==> src/shared/rate_gen_pkg.sv <==
// Register map, field positions, reset values and divider limits of the rate generator.
package rate_gen_pkg;

    localparam int unsigned ADDR_W = 3;
    localparam int unsigned DATA_W = 8;
    localparam int unsigned DIV_W  = 16;
    localparam int unsigned PRE_W  = 2;
    localparam int unsigned POST_W = 4;

    localparam logic [ADDR_W-1:0] OFF_BAUD_CONTROL            = 3'h0;
    localparam logic [ADDR_W-1:0] OFF_RECEIVE_CONTROL_STATUS  = 3'h1;
    localparam logic [ADDR_W-1:0] OFF_RATE_DIVISOR_LOW        = 3'h2;
    localparam logic [ADDR_W-1:0] OFF_RATE_DIVISOR_HIGH       = 3'h3;
    localparam logic [ADDR_W-1:0] OFF_TRANSMIT_CONTROL_STATUS = 3'h4;

    // baud_control fields.
    localparam int unsigned BC_AUTO_BAUD_OVERFLOW = 7;
    localparam int unsigned BC_RECEIVER_IDLE      = 6;
    localparam int unsigned BC_CLOCK_POLARITY     = 4;
    localparam int unsigned BC_WIDE_DIVIDER       = 3;
    localparam int unsigned BC_WAKE_ENABLE        = 1;
    localparam int unsigned BC_AUTO_BAUD_ENABLE   = 0;
    localparam logic [DATA_W-1:0] BC_WRITE_MASK   = 8'h1b;

    // receive_control_status fields.
    localparam int unsigned RC_PORT_ENABLE        = 7;
    localparam logic [DATA_W-1:0] RC_WRITE_MASK   = 8'hf8;

    // transmit_control_status fields.
    localparam int unsigned TC_SYNC_MODE          = 4;
    localparam int unsigned TC_HIGH_SPEED         = 2;
    localparam int unsigned TC_SHIFT_EMPTY        = 1;
    localparam logic [DATA_W-1:0] TC_WRITE_MASK   = 8'hfd;

    localparam logic [DATA_W-1:0] RESET_BYTE      = 8'h00;
    localparam logic [DATA_W-1:0] READ_UNMAPPED   = 8'h00;

    // Oscillator cycles per timer count, and bit-rate post divisions (limit is ratio minus one).
    localparam logic [PRE_W-1:0]  PRE_LIMIT       = 2'h3;
    localparam logic [POST_W-1:0] POST_LIMIT_X16  = 4'hf;
    localparam logic [POST_W-1:0] POST_LIMIT_X4   = 4'h3;
    localparam logic [POST_W-1:0] POST_LIMIT_X1   = 4'h0;

endpackage

==> src/rtl/rate_byte_reg.sv <==
// One software byte register with a per-bit write mask.
`timescale 1ns/1ps
module rate_byte_reg #(
    parameter logic [7:0] RESET_VALUE = 8'h00,
    parameter logic [7:0] WRITE_MASK  = 8'hff
) (
    input  wire logic       i_sys_clk,
    input  wire logic       i_arst_n,
    input  wire logic       i_write,
    input  wire logic [7:0] i_wdata,
    output logic      [7:0] o_value
);

    logic [7:0] value;
    logic [7:0] next_value;

    always_comb begin
        next_value = value;
        if (i_write) begin
            next_value = (i_wdata & WRITE_MASK) | (value & ~WRITE_MASK);
        end
    end

    always_ff @(posedge i_sys_clk or negedge i_arst_n) begin
        if (!i_arst_n) begin
            value <= RESET_VALUE;
        end else begin
            value <= next_value;
        end
    end

    assign o_value = value;

endmodule

==> src/rtl/rate_mod_counter.sv <==
// Up counter that wraps to zero after reaching a programmable limit.
`timescale 1ns/1ps
module rate_mod_counter #(
    parameter int unsigned WIDTH = 8
) (
    input  wire logic             i_sys_clk,
    input  wire logic             i_arst_n,
    input  wire logic             i_clear,
    input  wire logic             i_step,
    input  wire logic [WIDTH-1:0] i_limit,
    output logic      [WIDTH-1:0] o_count,
    output logic                  o_wrap
);

    logic [WIDTH-1:0] count;
    logic [WIDTH-1:0] next_count;

    // A limit lowered below the count wraps at once instead of running round the full range.
    always_comb begin
        next_count = count;
        if (i_clear) begin
            next_count = '0;
        end else if (i_step) begin
            if (count >= i_limit) begin
                next_count = '0;
            end else begin
                next_count = count + WIDTH'(1);
            end
        end
    end

    always_ff @(posedge i_sys_clk or negedge i_arst_n) begin
        if (!i_arst_n) begin
            count <= '0;
        end else begin
            count <= next_count;
        end
    end

    assign o_count = count;
    assign o_wrap  = i_step && !i_clear && (count >= i_limit);

endmodule

==> src/rtl/serial_baud_rate_generator.sv <==
// Bit-rate timer of a serial port with its control registers.
`timescale 1ns/1ps
module serial_baud_rate_generator (
    input  wire logic                             i_sys_clk,
    input  wire logic                             i_arst_n,
    input  wire logic [rate_gen_pkg::ADDR_W-1:0]  i_addr,
    input  wire logic [rate_gen_pkg::DATA_W-1:0]  i_wdata,
    input  wire logic                             i_wr,
    input  wire logic                             i_rd,
    input  wire logic                             i_receiver_idle_flag,
    input  wire logic                             i_tx_shift_empty,
    output logic      [rate_gen_pkg::DATA_W-1:0]  o_rdata,
    output logic                                  o_rate_tick,
    output logic                                  o_bit_tick,
    output logic                                  o_sync_mode,
    output logic                                  o_high_speed_select,
    output logic                                  o_wide_divider_select
);

    logic [7:0] baud_control;
    logic [7:0] receive_control_status;
    logic [7:0] rate_divisor_low;
    logic [7:0] rate_divisor_high;
    logic [7:0] transmit_control_status;

    logic wr_baud;
    logic wr_receive;
    logic wr_low;
    logic wr_high;
    logic wr_transmit;

    logic sync_mode;
    logic high_speed_select;
    logic wide_divider_select;

    logic [rate_gen_pkg::DIV_W-1:0]  period;
    logic [rate_gen_pkg::POST_W-1:0] post_limit;
    logic                            divisor_written;

    logic pre_wrap;
    logic timer_wrap;
    logic post_wrap;

    logic [rate_gen_pkg::DATA_W-1:0] read_value;
    logic [rate_gen_pkg::DATA_W-1:0] next_rdata;
    logic                            next_rate_tick;
    logic                            next_bit_tick;

    // Write decode.
    always_comb begin
        wr_baud     = 1'b0;
        wr_receive  = 1'b0;
        wr_low      = 1'b0;
        wr_high     = 1'b0;
        wr_transmit = 1'b0;
        if (i_wr) begin
            if (i_addr == rate_gen_pkg::OFF_BAUD_CONTROL) begin
                wr_baud = 1'b1;
            end else if (i_addr == rate_gen_pkg::OFF_RECEIVE_CONTROL_STATUS) begin
                wr_receive = 1'b1;
            end else if (i_addr == rate_gen_pkg::OFF_RATE_DIVISOR_LOW) begin
                wr_low = 1'b1;
            end else if (i_addr == rate_gen_pkg::OFF_RATE_DIVISOR_HIGH) begin
                wr_high = 1'b1;
            end else if (i_addr == rate_gen_pkg::OFF_TRANSMIT_CONTROL_STATUS) begin
                wr_transmit = 1'b1;
            end
        end
    end

    rate_byte_reg #(
        .RESET_VALUE (rate_gen_pkg::RESET_BYTE),
        .WRITE_MASK  (rate_gen_pkg::BC_WRITE_MASK)
    ) u_baud_control (
        .i_sys_clk (i_sys_clk),
        .i_arst_n  (i_arst_n),
        .i_write   (wr_baud),
        .i_wdata   (i_wdata),
        .o_value   (baud_control)
    );

    rate_byte_reg #(
        .RESET_VALUE (rate_gen_pkg::RESET_BYTE),
        .WRITE_MASK  (rate_gen_pkg::RC_WRITE_MASK)
    ) u_receive_control_status (
        .i_sys_clk (i_sys_clk),
        .i_arst_n  (i_arst_n),
        .i_write   (wr_receive),
        .i_wdata   (i_wdata),
        .o_value   (receive_control_status)
    );

    rate_byte_reg #(
        .RESET_VALUE (rate_gen_pkg::RESET_BYTE),
        .WRITE_MASK  (8'hff)
    ) u_rate_divisor_low (
        .i_sys_clk (i_sys_clk),
        .i_arst_n  (i_arst_n),
        .i_write   (wr_low),
        .i_wdata   (i_wdata),
        .o_value   (rate_divisor_low)
    );

    rate_byte_reg #(
        .RESET_VALUE (rate_gen_pkg::RESET_BYTE),
        .WRITE_MASK  (8'hff)
    ) u_rate_divisor_high (
        .i_sys_clk (i_sys_clk),
        .i_arst_n  (i_arst_n),
        .i_write   (wr_high),
        .i_wdata   (i_wdata),
        .o_value   (rate_divisor_high)
    );

    rate_byte_reg #(
        .RESET_VALUE (rate_gen_pkg::RESET_BYTE),
        .WRITE_MASK  (rate_gen_pkg::TC_WRITE_MASK)
    ) u_transmit_control_status (
        .i_sys_clk (i_sys_clk),
        .i_arst_n  (i_arst_n),
        .i_write   (wr_transmit),
        .i_wdata   (i_wdata),
        .o_value   (transmit_control_status)
    );

    assign sync_mode           = transmit_control_status[rate_gen_pkg::TC_SYNC_MODE];
    assign high_speed_select   = transmit_control_status[rate_gen_pkg::TC_HIGH_SPEED];
    assign wide_divider_select = baud_control[rate_gen_pkg::BC_WIDE_DIVIDER];

    // Timer period and bit-rate multiplier.
    always_comb begin
        divisor_written = wr_low || wr_high;
        if (wide_divider_select) begin
            period = {rate_divisor_high, rate_divisor_low};
        end else begin
            period = {8'h00, rate_divisor_low};
        end
        // The timer alone gives four oscillator cycles per count; the rest is post division.
        if (sync_mode) begin
            post_limit = rate_gen_pkg::POST_LIMIT_X1;
        end else if (!wide_divider_select && !high_speed_select) begin
            post_limit = rate_gen_pkg::POST_LIMIT_X16;
        end else if (wide_divider_select && high_speed_select) begin
            post_limit = rate_gen_pkg::POST_LIMIT_X1;
        end else begin
            post_limit = rate_gen_pkg::POST_LIMIT_X4;
        end
    end

    // Free-running chain; a divisor write restarts all three stages together.
    rate_mod_counter #(
        .WIDTH (rate_gen_pkg::PRE_W)
    ) u_prescaler (
        .i_sys_clk (i_sys_clk),
        .i_arst_n  (i_arst_n),
        .i_clear   (divisor_written),
        .i_step    (1'b1),
        .i_limit   (rate_gen_pkg::PRE_LIMIT),
        .o_count   (),
        .o_wrap    (pre_wrap)
    );

    rate_mod_counter #(
        .WIDTH (rate_gen_pkg::DIV_W)
    ) u_rate_divider_timer (
        .i_sys_clk (i_sys_clk),
        .i_arst_n  (i_arst_n),
        .i_clear   (divisor_written),
        .i_step    (pre_wrap),
        .i_limit   (period),
        .o_count   (),
        .o_wrap    (timer_wrap)
    );

    rate_mod_counter #(
        .WIDTH (rate_gen_pkg::POST_W)
    ) u_post_divider (
        .i_sys_clk (i_sys_clk),
        .i_arst_n  (i_arst_n),
        .i_clear   (divisor_written),
        .i_step    (timer_wrap),
        .i_limit   (post_limit),
        .o_count   (),
        .o_wrap    (post_wrap)
    );

    // Read mux; status bits owned by the shift logic are sampled live.
    always_comb begin
        read_value = rate_gen_pkg::READ_UNMAPPED;
        if (i_addr == rate_gen_pkg::OFF_BAUD_CONTROL) begin
            read_value = baud_control & rate_gen_pkg::BC_WRITE_MASK;
            read_value[rate_gen_pkg::BC_RECEIVER_IDLE] = i_receiver_idle_flag;
        end else if (i_addr == rate_gen_pkg::OFF_RECEIVE_CONTROL_STATUS) begin
            read_value = receive_control_status & rate_gen_pkg::RC_WRITE_MASK;
        end else if (i_addr == rate_gen_pkg::OFF_RATE_DIVISOR_LOW) begin
            read_value = rate_divisor_low;
        end else if (i_addr == rate_gen_pkg::OFF_RATE_DIVISOR_HIGH) begin
            read_value = rate_divisor_high;
        end else if (i_addr == rate_gen_pkg::OFF_TRANSMIT_CONTROL_STATUS) begin
            read_value = transmit_control_status & rate_gen_pkg::TC_WRITE_MASK;
            read_value[rate_gen_pkg::TC_SHIFT_EMPTY] = i_tx_shift_empty;
        end
    end

    always_comb begin
        next_rdata     = i_rd ? read_value : rate_gen_pkg::READ_UNMAPPED;
        next_rate_tick = timer_wrap;
        next_bit_tick  = post_wrap;
    end

    always_ff @(posedge i_sys_clk or negedge i_arst_n) begin
        if (!i_arst_n) begin
            o_rdata     <= rate_gen_pkg::READ_UNMAPPED;
            o_rate_tick <= 1'b0;
            o_bit_tick  <= 1'b0;
        end else begin
            o_rdata     <= next_rdata;
            o_rate_tick <= next_rate_tick;
            o_bit_tick  <= next_bit_tick;
        end
    end

    assign o_sync_mode           = sync_mode;
    assign o_high_speed_select   = high_speed_select;
    assign o_wide_divider_select = wide_divider_select;

endmodule

==> config.mk <==
export PLATFORM = sky130hd
export DESIGN_NAME = serial_baud_rate_generator
export DESIGN_NICKNAME = d
export VERILOG_FILES = /design/src/shared/rate_gen_pkg.sv /design/src/rtl/rate_byte_reg.sv /design/src/rtl/rate_mod_counter.sv /design/src/rtl/serial_baud_rate_generator.sv
export SDC_FILE = /design/constraint.sdc
export NUM_CORES = 1
export LEC_CHECK = 0
export ABC_CLOCK_PERIOD_IN_PS = 2500
export BUFFER_PORTS_ARGS = -buffer_cell sky130_fd_sc_hd__buf_4
export CAP_MARGIN = 15
export CELL_PAD_IN_SITES_DETAIL_PLACEMENT = 1
export CELL_PAD_IN_SITES_GLOBAL_PLACEMENT = 2
export CORE_ASPECT_RATIO = 1.2
export CORE_UTILIZATION = 35
export CTS_CLUSTER_SIZE = 14
export DETAILED_ROUTE_END_ITERATION = 10
export PLACE_DENSITY = 0.72
export SLEW_MARGIN = 25
export SYNTH_ARGS = -nofsm -noshare
export SYNTH_HDL_FRONTEND = slang
export SYNTH_SLANG_ARGS = --single-unit
==> constraint.sdc <==
create_clock -name i_sys_clk -period 2.5 [get_ports i_sys_clk]
set_clock_uncertainty 0.2 [all_clocks]
set_input_delay 0.625 -clock i_sys_clk [delete_from_list [all_inputs] [get_ports i_sys_clk]]
set_output_delay 0.625 -clock i_sys_clk [all_outputs]
set_load 0.03 [all_outputs]
# Yosys cells after proc, flatten, opt, wreduce, memory -nomap -nowiden
# Index checks and enable logic that the tools add are counted.
[word_totals]
reg_bits = 72
input_bits = 17
output_inout_bits = 13
word_cells = 76
[classes]
addsub = 3
order_cmp = 3
eq_ne = 4
muxes = 38
bitwise_logic = 3
n_reduce_logical = 14
[ops]
columns = ["operator", "n"]
rows = [
  ["16-bit two-way mux", 4],
  ["8-bit two-way mux", 6],
  ["1-bit two-way mux", 20],
  ["4-bit two-way mux", 5],
  ["16-bit by 1-bit adder with 16-bit output (second input constant)", 1],
  ["16-bit >= comparator", 1],
  ["5-bit by 8-bit OR with 8-bit output", 1],
  ["8-bit by 2-bit OR with 8-bit output", 1],
  ["8-bit by 3-bit OR with 8-bit output", 1],
  ["1-bit logical AND", 7],
  ["3-bit by 2-bit == test with 1-bit output (second input constant)", 2],
  ["2-bit two-way mux", 3],
  ["4-bit by 1-bit adder with 4-bit output (second input constant)", 1],
  ["4-bit >= comparator", 1],
  ["2-bit nonzero test", 2],
  ["3-bit by 1-bit == test with 1-bit output (second input constant)", 1],
  ["3-bit == test (second input constant)", 1],
  ["1-bit zero test", 3],
  ["3-bit zero test", 1],
  ["2-bit by 1-bit adder with 2-bit output (second input constant)", 1],
  ["2-bit >= comparator (second input constant)", 1],
  ["1-bit logical OR", 1],
]

# Longest topological paths before layout
# Gate-level depths: netlist (run 1).
[logic_depth]
word_depth = 13
ltp_mapped = 11
mapped_depth_nobuf = 9

# Cells and area by module
# From an unflattened synthesis (run 1), not the netlist that was laid out.
[unflattened]
cells_unflattened = 368
hier_area_um2 = 3895.0
[by_module_without_submodules]
columns = ["mod", "n_inst", "cells_each", "area_per_inst_um2", "seq_area_each_um2"]
rows = [
  ["rate_mod_counter at u_rate_divider_timer", 1, 153, 1285.0, 400.4],
  ["serial_baud_rate_generator", 1, 85, 749.5, 250.2],
  ["rate_byte_reg at u_rate_divisor_high ...", 2, 17, 331.6, 200.2],
  ["rate_mod_counter at u_post_divider", 1, 35, 342.8, 100.1],
  ["rate_byte_reg at u_transmit_control_status", 1, 17, 302.8, 175.2],
  ["rate_byte_reg at u_receive_control_status", 1, 14, 207.7, 125.1],
  ["rate_byte_reg at u_baud_control", 1, 13, 178.9, 100.1],
  ["rate_mod_counter at u_prescaler", 1, 17, 165.2, 50.0],
]

# Least setup slack after synthesis (run 1)
# Ideal clock, no wire load.
[synth_path]
kind = "register to register"
startpoint = "register u_baud_control.value[3], in the netlist u_baud_control.o_value[3]"
endpoint = "register u_rate_divider_timer.count[15], in the netlist u_rate_divider_timer.o_count[15]"
arrival_ns = 2.460
required_ns = 2.217
slack_ns = -0.243
path_stages_with_launch = 11
n_path_buf = 2
cell_sequence = "dfrtp_1 > clkbuf_1 > nand2_1 > ha_1 > a211oi_1 > nor2_1 > nor4_2 > nand3_2 > buf_6 > or3_1 > o21ai_0"
[synth_via]
elab_chain_len = 5
[synth_lines]
columns = ["item", "line", "source"]
rows = [
  ["from (decl)", "rate_byte_reg.sv:14", "logic [7:0] value;"],
  ["from (signal assigned)", "rate_byte_reg.sv:28", "value <= next_value;"],
  ["16-bit two-way mux", "serial_baud_rate_generator.sv:133", "if (wide_divider_select) begin"],
  ["16-bit >= comparator", "rate_mod_counter.sv:24", "if (count >= i_limit) begin"],
  ["16-bit two-way mux", "rate_mod_counter.sv:24", ""],
  ["16-bit two-way mux", "rate_mod_counter.sv:23", "end else if (i_step) begin"],
  ["16-bit two-way mux", "rate_mod_counter.sv:21", "if (i_clear) begin"],
  ["to (signal assigned)", "rate_mod_counter.sv:36", "count <= next_count;"],
  ["to (decl)", "rate_mod_counter.sv:15", "logic [WIDTH-1:0] count;"],
]
# Every way passes these cells. The select of a mux whose other input is x is not followed.
# A chain may end at the register's enable or synchronous reset.

# Worst setup path in the final report (run 1)
[layout_path]
startpoint = "register u_baud_control.value[3], in the netlist u_baud_control.o_value[3]"
endpoint = "register u_rate_divider_timer.count[11], in the netlist u_rate_divider_timer.o_count[11]"
# The elaborated chain is that of the path after synthesis.

==> summary.md, run 1 <==
| Metric | Value |
|---|---|
| Main combinational cell family by area after synthesis | `simple AND/OR/NAND/NOR gates` |
| Post-detailed-route count of antenna-violating nets | `0` |
| Number of flops mapped to enable cells by yosys | `0` |
| First-pass GRT wire length | `15.3 mm` |
| Most frequent cells in the layout | `63 x dfrtp_1, 58 x buf_4, 34 x nand2_1, 24 x mux2_2` |
| CP Data Required Time | `2.55 ns` |
| Nets | `442` |
| WP depth | `10` |
| Slew @ Worst Pin | `0.466 ns` |
| Worst path max stage delay | `0.40 ns` |
| Fraction of layout cells with a size suffix above 1 | `34.4%` |
| Dpl cells | `509` |
| Status | `finished clean` |
| P_leak | `0.00203 uW` |
| Worst vdd ir | `341 uV` |
| Top post-synthesis cells by area | `dfrtp_1 46%, ha_1 8.2%, mux2_2 7.7%` |
| Synth warn | `0` |
| Cell type with the largest total area after synthesis | `dfrtp_1` |
| Initial DRC Count | `83` |
| Xor and xnor area share after synthesis | `0%` |
| Placed cell areas | `3980 sq um` |
| FF-to-FF setup slack | `0.06 ns` |
| Register area share after synthesis | `45.9%` |
| Die area | `10,400 sq um` |
| CP Cell Sequence | `buf_4, nand2_1, ha_4, nand4_4, nor3_2, nor4_4, nand3_4, buf_6, or3_4, o21ai_2` |
| Avg Cell Area, Syn | `10.1 sq um` |
| Clk sink count | `64` |
| Cell count after synthesis | `344` |
| DR WL/cell | `17.3 um` |
| Slew headroom | `68.7%` |
| PnR Total Power | `3630 uW` |
| Crit path max-delay family | `simple AND/OR/NAND/NOR gates` |
| R2R cell count | `10` |
| Antenna diodes | `0` |
| Fin crit share | `97.6%` |
| # port buffers | `29` |
| Buf+Inv Stages, Crit Path | `2` |
| Critical Path Source Type | `register` |
| Fmax | `410 MHz` |
| Placed wire-length estimate | `6.96 mm` |
| Final Max Slew Viols | `0` |
| Min cycle time layout | `2.44 ns` |
| Root Buffer | `clkbuf_16` |
| Initial Utilization | `36.3%` |
| Reg2Reg Capture Point | `u_rate_divider_timer.o_count[11]` |
| Synth Cell Area | `3490 sq um` |
| Endpoints failing hold | `0` |
| Vias in the first global route | `3,007` |
| Top cell type's share of synthesized area | `45.9%` |
| Critical path capture point type | `register` |
| Aggregate global routing overflow | `0` |
| CTS tree | `yes` |
| Num CTS Buffers | `9` |
| Total Routing Usage GR | `19.3%` |
| First-pass detailed-route iteration total | `4` |
| Slowest-stage cell, CP | `dfrtp_2` |
| Worst-Skew Late Latency | `0.33 ns` |
| Number of max-cap violations | `0` |
| CORE AREA | `9610 sq um` |
| Clock-pin slew on the worst setup and hold paths | `0.06 ns` |
| Complex-gate fraction of the synthesized area | `12.2%` |
| Via density | `5.20` |
| Distinct cell type count after synthesis | `41` |
| Most common cell after layout, fill and taps aside | `dfrtp_1` |
| Setup Viol. Count Final | `0` |
| Yosys reg bits | `64` |
| Synthesis-to-layout area growth | `30.1%` |
| DRC | `0` |
| WS Path Type | `register to register` |
| Post-Route WL | `9.18 mm` |
| PD cells | `799 nW/um^2` |
| Mux share of post-synthesis cell area | `12.2%` |
| FILL cells | `1,051` |
| Worst-case clock buffer depth | `2` |
| Arrival time worst endpoint | `2.49 ns` |
| Layout Cells excl Fill | `530` |
| GP Congestion | `0.743` |
| Pre-CTS setup slack | `-0.0222 ns` |
| Post-synth net total | `384` |
| Unrepaired setup endpoints after global routing | `true` |
| Max H-tree Level | `3` |
| Adder-cell share of the synthesized area | `8.25%` |
| Fin util | `47.2%` |
| Initial antenna violation count | `0` |
| Simple-gate area share of the yosys netlist | `16.5%` |
| Worst r2r src | `u_baud_control.o_value[3]` |
| Top FF cell, synth | `dfrtp_1` |
| Ports | `30` |
| Hold Path Class | `input port to async pin` |
| Async SR Flop Fraction | `100%` |
| Vias after detailed routing | `2,758` |
| Pin count of the biggest net entering global routing | `32` |
| Fin area | `4540 sq um` |
| # rows | `39` |
| Setup ws final | `0.0612 ns` |
| Die width | `93.2 um` |
| Chip height | `111 um` |
| Worst Path Max Fanout | `6` |
per-stage QoR:
stage,TNS [ns],hold WS [ns]
floorplan,0,0.129
global placement,0,0.223
detailed placement,-0.0406,0.248
CTS,-0.00110,0.0331
global route,-0.150,0.0511
finish,0,0.0263
cell usage after synthesis, types with 3 or more instances:
library cell / number
dfrtp_1: 64
nand2_1: 38
o21ai_0: 28
mux2_2: 24
ha_1: 23
inv_1: 23
a21oi_1: 22
nor2_1: 15
mux2i_1: 11
nand3_1: 11
clkbuf_1: 8
nand2b_1: 7
and2_1: 6
a31oi_1: 5
buf_6: 5
nor3_1: 5
or3_1: 5
a21o_1: 4
and3_1: 4
a211oi_1: 3
nand3b_1: 3
nor3b_1: 3
o22ai_1: 3
where the power goes:
part	switching, uW	leakage [uW]	internal, uW
clock network	475	0.000141	770
logic	562	0.00107	506
registers	115	0.000817	1200
total	1150	0.00203	2480
cell type report:
cell class / count / area (sq um) / share of cell area (%)
multi-input cells: 244 / 1930 / 42.6
flip-flops and latches: 64 / 1600 / 35.3
repair buffers: 60 / 467 / 10.3
clock buffers: 9 / 225 / 4.96
well taps: 123 / 154 / 3.39
inverters: 23 / 86.3 / 1.90
clock inverters: 7 / 72.6 / 1.60
cells by family after synthesis:
family,after synthesis
simple gates,110
compound gates,74
flops,64
mux,37
buf+inv,36
fa+ha+maj,23
worst max-delay path by stage:
stage	start	end	slack (ns)
3_3_place_gp	u_rate_divisor_low.o_value[0]	u_rate_divider_timer.o_count[3]	0.004
2_1_floorplan	u_baud_control.o_value[3]	u_post_divider.o_count[2]	0.02
6_report	u_baud_control.o_value[3]	u_rate_divider_timer.o_count[11]	0.06
4_1_cts	u_baud_control.o_value[3]	u_rate_divider_timer.o_count[11]	-0.001
3_5_place_dp	u_baud_control.o_value[3]	u_rate_divider_timer.o_count[6]	-0.02
5_1_grt	u_baud_control.o_value[3]	u_rate_divider_timer.o_count[11]	-0.04
worst register-to-register path, stage by stage (launching register included):
cell,delay (ns)
dfrtp_2,0.40
buf_4,0.16
nand2_1,0.10
ha_4,0.21
nand4_4,0.11
nor3_2,0.08
nor4_4,0.37
nand3_4,0.15
buf_6,0.16
or3_4,0.35
o21ai_2,0.06
sequential cells by signal (all words and copies together) (netlist names):
register	flops
o_rdata	8
u_rate_divider_timer.o_count	16
o_rate_tick	1
u_post_divider.o_count	4
u_prescaler.o_count	2
u_transmit_control_status.o_value	7
o_bit_tick	1
u_rate_divisor_low.o_value	8
u_rate_divisor_high.o_value	8
u_baud_control.o_value	4
u_receive_control_status.o_value	5
routing by layer:
layer | wire length, um | global-route usage [%] | up-vias
li1 | - | - | 1334
met1 | 4140 | 24.2 | 1376
met2 | 4660 | 32.5 | 34
met3 | 224 | 3.55 | 14
met4 | 150 | 7.38 | 0
met5 | 0 | 0 | -
what timing repair did:
action	4_1_cts	5_1_grt
pin swaps	1	12
hold buffers	0	0
endpoints found under the setup margin	3	18
buffers inserted	2	3
resized for setup	2	42
cloned	0	0
hold endpoints to repair	0	0
No activity file was read; power rests on OpenSTA's default activity.
==> run 2: changes to the inputs <==
--- a/config.mk
+++ b/config.mk
@@ -5,16 +5,17 @@
 export SDC_FILE = /design/constraint.sdc
 export NUM_CORES = 1
 export LEC_CHECK = 0
-export ABC_CLOCK_PERIOD_IN_PS = 2500
+export ABC_AREA = 1
+export ABC_CLOCK_PERIOD_IN_PS = 2300
 export BUFFER_PORTS_ARGS = -buffer_cell sky130_fd_sc_hd__buf_4
 export CAP_MARGIN = 15
 export CELL_PAD_IN_SITES_DETAIL_PLACEMENT = 1
 export CELL_PAD_IN_SITES_GLOBAL_PLACEMENT = 2
 export CORE_ASPECT_RATIO = 1.2
-export CORE_UTILIZATION = 35
+export CORE_UTILIZATION = 36
 export CTS_CLUSTER_SIZE = 14
 export DETAILED_ROUTE_END_ITERATION = 10
-export PLACE_DENSITY = 0.72
+export PLACE_DENSITY = 0.75
 export SLEW_MARGIN = 25
 export SYNTH_ARGS = -nofsm -noshare
 export SYNTH_HDL_FRONTEND = slang
==> constraint.sdc (replaced) <==
create_clock -name i_sys_clk -period 2.3 [get_ports i_sys_clk]
set_clock_uncertainty 0.2 [all_clocks]
set_input_delay 0.575 -clock i_sys_clk [delete_from_list [all_inputs] [get_ports i_sys_clk]]
set_output_delay 0.575 -clock i_sys_clk [all_outputs]
set_load 0.03 [all_outputs]
==> run 2 against run 1 <==
Clock power rose by 31%; synthesized cell count increased by 21%; worst setup slack better by 0.12 ns; register-to-register slack better by 0.12 ns; critical path type unchanged; largest cell class unchanged.
==> summary.md, run 2 <==
| Metric | Value |
|---|---|
| Top FF cell, synth | `dfrtp_1` |
| Initial Utilization | `37.0%` |
| Setup ws final | `0.181 ns` |
| Cell type with the largest total area after synthesis | `dfrtp_1` |
| Most common cell in the netlist | `nand2_1` |
| Hold Path Class | `register to register` |
| Aggregate global routing overflow | `0` |
| Synth Cell Area | `3520 sq um` |
| Switching Fraction | `30.7%` |
| Number of flops mapped to enable cells by yosys | `0` |
| Initial DRC Count | `63` |
| # rows | `39` |
| CTS tree | `yes` |
| Setup repair bufs after CTS | `0` |
| Critical path capture point type | `register` |
| DR WL/cell | `16.2 um` |
| Clock-pin slew on the worst setup and hold paths | `0.06 ns` |
| Chip height | `110 um` |
| Total Routing Usage GR | `20.9%` |
| PD cells | `913 nW/um^2` |
| First-pass GRT wire length | `15.8 mm` |
| Root Buffer | `clkbuf_16` |
| FILL cells | `1,173` |
| Antenna diodes | `0` |
| Unrepaired setup endpoints after global routing | `false` |
| Setup Viol. Count Final | `0` |
| Die width | `92.3 um` |
| Clk sink count | `64` |
| Synthesis-to-layout area growth | `21.8%` |
| Psw | `1200 uW` |
| Placed wire-length estimate | `7.22 mm` |
| Worst vdd ir | `400 uV` |
| Distinct cell type count after synthesis | `28` |
| Worst-case clock buffer depth | `2` |
| Most common cell after layout, fill and taps aside | `nand2_1` |
| Pint | `2710 uW` |
| Pin count of the biggest net entering global routing | `39` |
| Cell count after synthesis | `417` |
| Ports | `30` |
| Post-detailed-route count of antenna-violating nets | `0` |
| Pre-CTS setup slack | `0.0189 ns` |
| Largest register FFs | `16` |
| Arrival time worst endpoint | `2.19 ns` |
| First-pass detailed-route iteration total | `4` |
| Fin crit share | `92.1%` |
| Post-synth net total | `457` |
| CORE AREA | `9520 sq um` |
| Synth warn | `0` |
| Multi-input gate area | `1700 sq um` |
| Fraction of layout cells with a size suffix above 1 | `18.8%` |
| CP Data Required Time | `2.37 ns` |
| Worst Path Max Fanout | `12` |
| Register area | `1600 sq um` |
| Fmax | `472 MHz` |
| Most frequent cells in the layout | `117 x nand2_1, 63 x dfrtp_1, 44 x inv_1, 34 x buf_4, 30 x o21ai_0` |
| P_leak | `0.00209 uW` |
| Vias in the first global route | `3,134` |
| Async SR Flop Fraction | `100%` |
| GP Congestion | `0.802` |
| Top cell type's share of synthesized area | `45.4%` |
| Endpoints failing hold | `0` |
| Worst-Skew Late Latency | `0.34 ns` |
| Post-Route WL | `9.50 mm` |
| Critical Path Source Type | `register` |
| Post-synth top cells | `118 x nand2_1, 64 x dfrtp_1, 44 x inv_1` |
| # port buffers | `29` |
| Comb pwr share | `21.2%` |
| Initial antenna violation count | `0` |
| Min cycle time layout | `2.12 ns` |
| Vias after detailed routing | `2,927` |
| Top post-synthesis cells by area | `dfrtp_1 45%, nand2_1 13%, ha_1 8.2%` |
| Yosys reg bits | `64` |
| Via density | `4.99` |
| Slew @ Worst Pin | `0.539 ns` |
| Slew headroom | `64.0%` |
| Max H-tree Level | `3` |
| Num CTS Buffers | `9` |
| WS Path Type | `register to register` |
| Register area share after synthesis | `45.4%` |
| Clk pwr share | `41.8%` |
| Register share of total power | `37.0%` |
| Final Max Slew Viols | `0` |
| DRC | `0` |
| Nets | `498` |
| Avg Cell Area, Syn | `8.45 sq um` |
| Number of max-cap violations | `0` |
| Die area | `10,200 sq um` |
| Setup TNS | `0 ns` |
| Status | `finished clean` |
==> run 2: path summary, 6_finish.rpt <==
check	start	end	slack (ns)	depth (start not counted)
hold / removal	u_transmit_control_status.o_value[6]	u_transmit_control_status.o_value[6]	0.29	2
max in group asynchronous	i_arst_n	u_rate_divisor_low.o_value[7]	0.85	3
setup / recovery	u_baud_control.o_value[3]	u_post_divider.o_count[2]	0.18	9
min in group asynchronous	i_arst_n	u_baud_control.o_value[3]	0.51	2
setup reg to reg	u_baud_control.o_value[3]	u_post_divider.o_count[2]	0.18	9
hold reg to reg	u_transmit_control_status.o_value[6]	u_transmit_control_status.o_value[6]	0.29	2
==> run 2: worst max-delay path, cell delays in order (launching register included) <==
cell and delay [ns]:
dfrtp_2 0.48, nand2_1 0.10, ha_1 0.30, a21oi_1 0.14, o21ai_0 0.10, a21oi_1 0.20, nand2_1 0.21, nand2_2 0.17
nand3_1 0.08, nand2_1 0.06
==> run 2: cells by family (layout without fill, tap and decap cells) <==
group | after synthesis | in the layout | share of synthesized area (%)
simple gates | 179 | 179 | 22.5
xor+xnor | 15 | 15 | 3.73
compound gates | 81 | 81 | 13.9
buf+inv | 55 | 101 | 6.28
flops | 64 | 64 | 45.4
fa+ha+maj | 23 | 23 | 8.16
==> run 2: metrics by stage <==
stage / cell area [sq um] / total power, uW / util [%] / hold slack [ns] / std cells
3_5_place_dp: 3920 / 2310 / 41.2 / 0.272 / 569
6_report: 4290 / 3920 / 45.1 / 0.285 / 586
4_1_cts: 4290 / 3960 / 45.0 / 0.286 / 586
5_1_grt: 4290 / 4140 / 45.1 / 0.303 / 586
3_3_place_gp: 3920 / 2270 / 41.2 / 0.268 / 569
2_1_floorplan: 3520 / 2000 / - / 0.0794 / 417
==> run 2: layout make-up <==
cell class                      instances  share of cell area, %
Multi-Input combinational cell        298                   39.7
Sequential cell                        64                   37.3
Timing Repair Buffer                   37                   6.91
Clock buffer                           11                   5.89
Inverter                               48                   4.20
Tap cell                              123                   3.58
Clock inverter                          5                   2.39
==> run 2: per-layer routing <==
metal | GRT usage (%) | vias up | share of wire (%)
met5 | 0 | - | 0
met4 | 8.93 | 0 | 2.1
met3 | 3.77 | 17 | 2.5
met2 | 37.5 | 33 | 52
met1 | 24.4 | 1424 | 43
li1 | - | 1453 | -
==> run 2: power by group through the flow <==
stage / logic (uW) / clock network [uW] / registers (uW)
5_1_grt: 958 / 1720 / 1470
4_1_cts: 848 / 1660 / 1450
2_1_floorplan: 555 / 0 / 1450
3_5_place_dp: 841 / 0 / 1470
3_3_place_gp: 808 / 0 / 1460
6_report: 831 / 1640 / 1450
==> run 2: timing repair <==
item / in CTS / in global routing
hold buffers: 1 / 0
endpoints found under the hold margin: 26 / 0
cloned: 0 / 0
pin swaps: 0 / 0
endpoints found under the setup margin: 4 / 7
gates resized for setup: 1 / 2
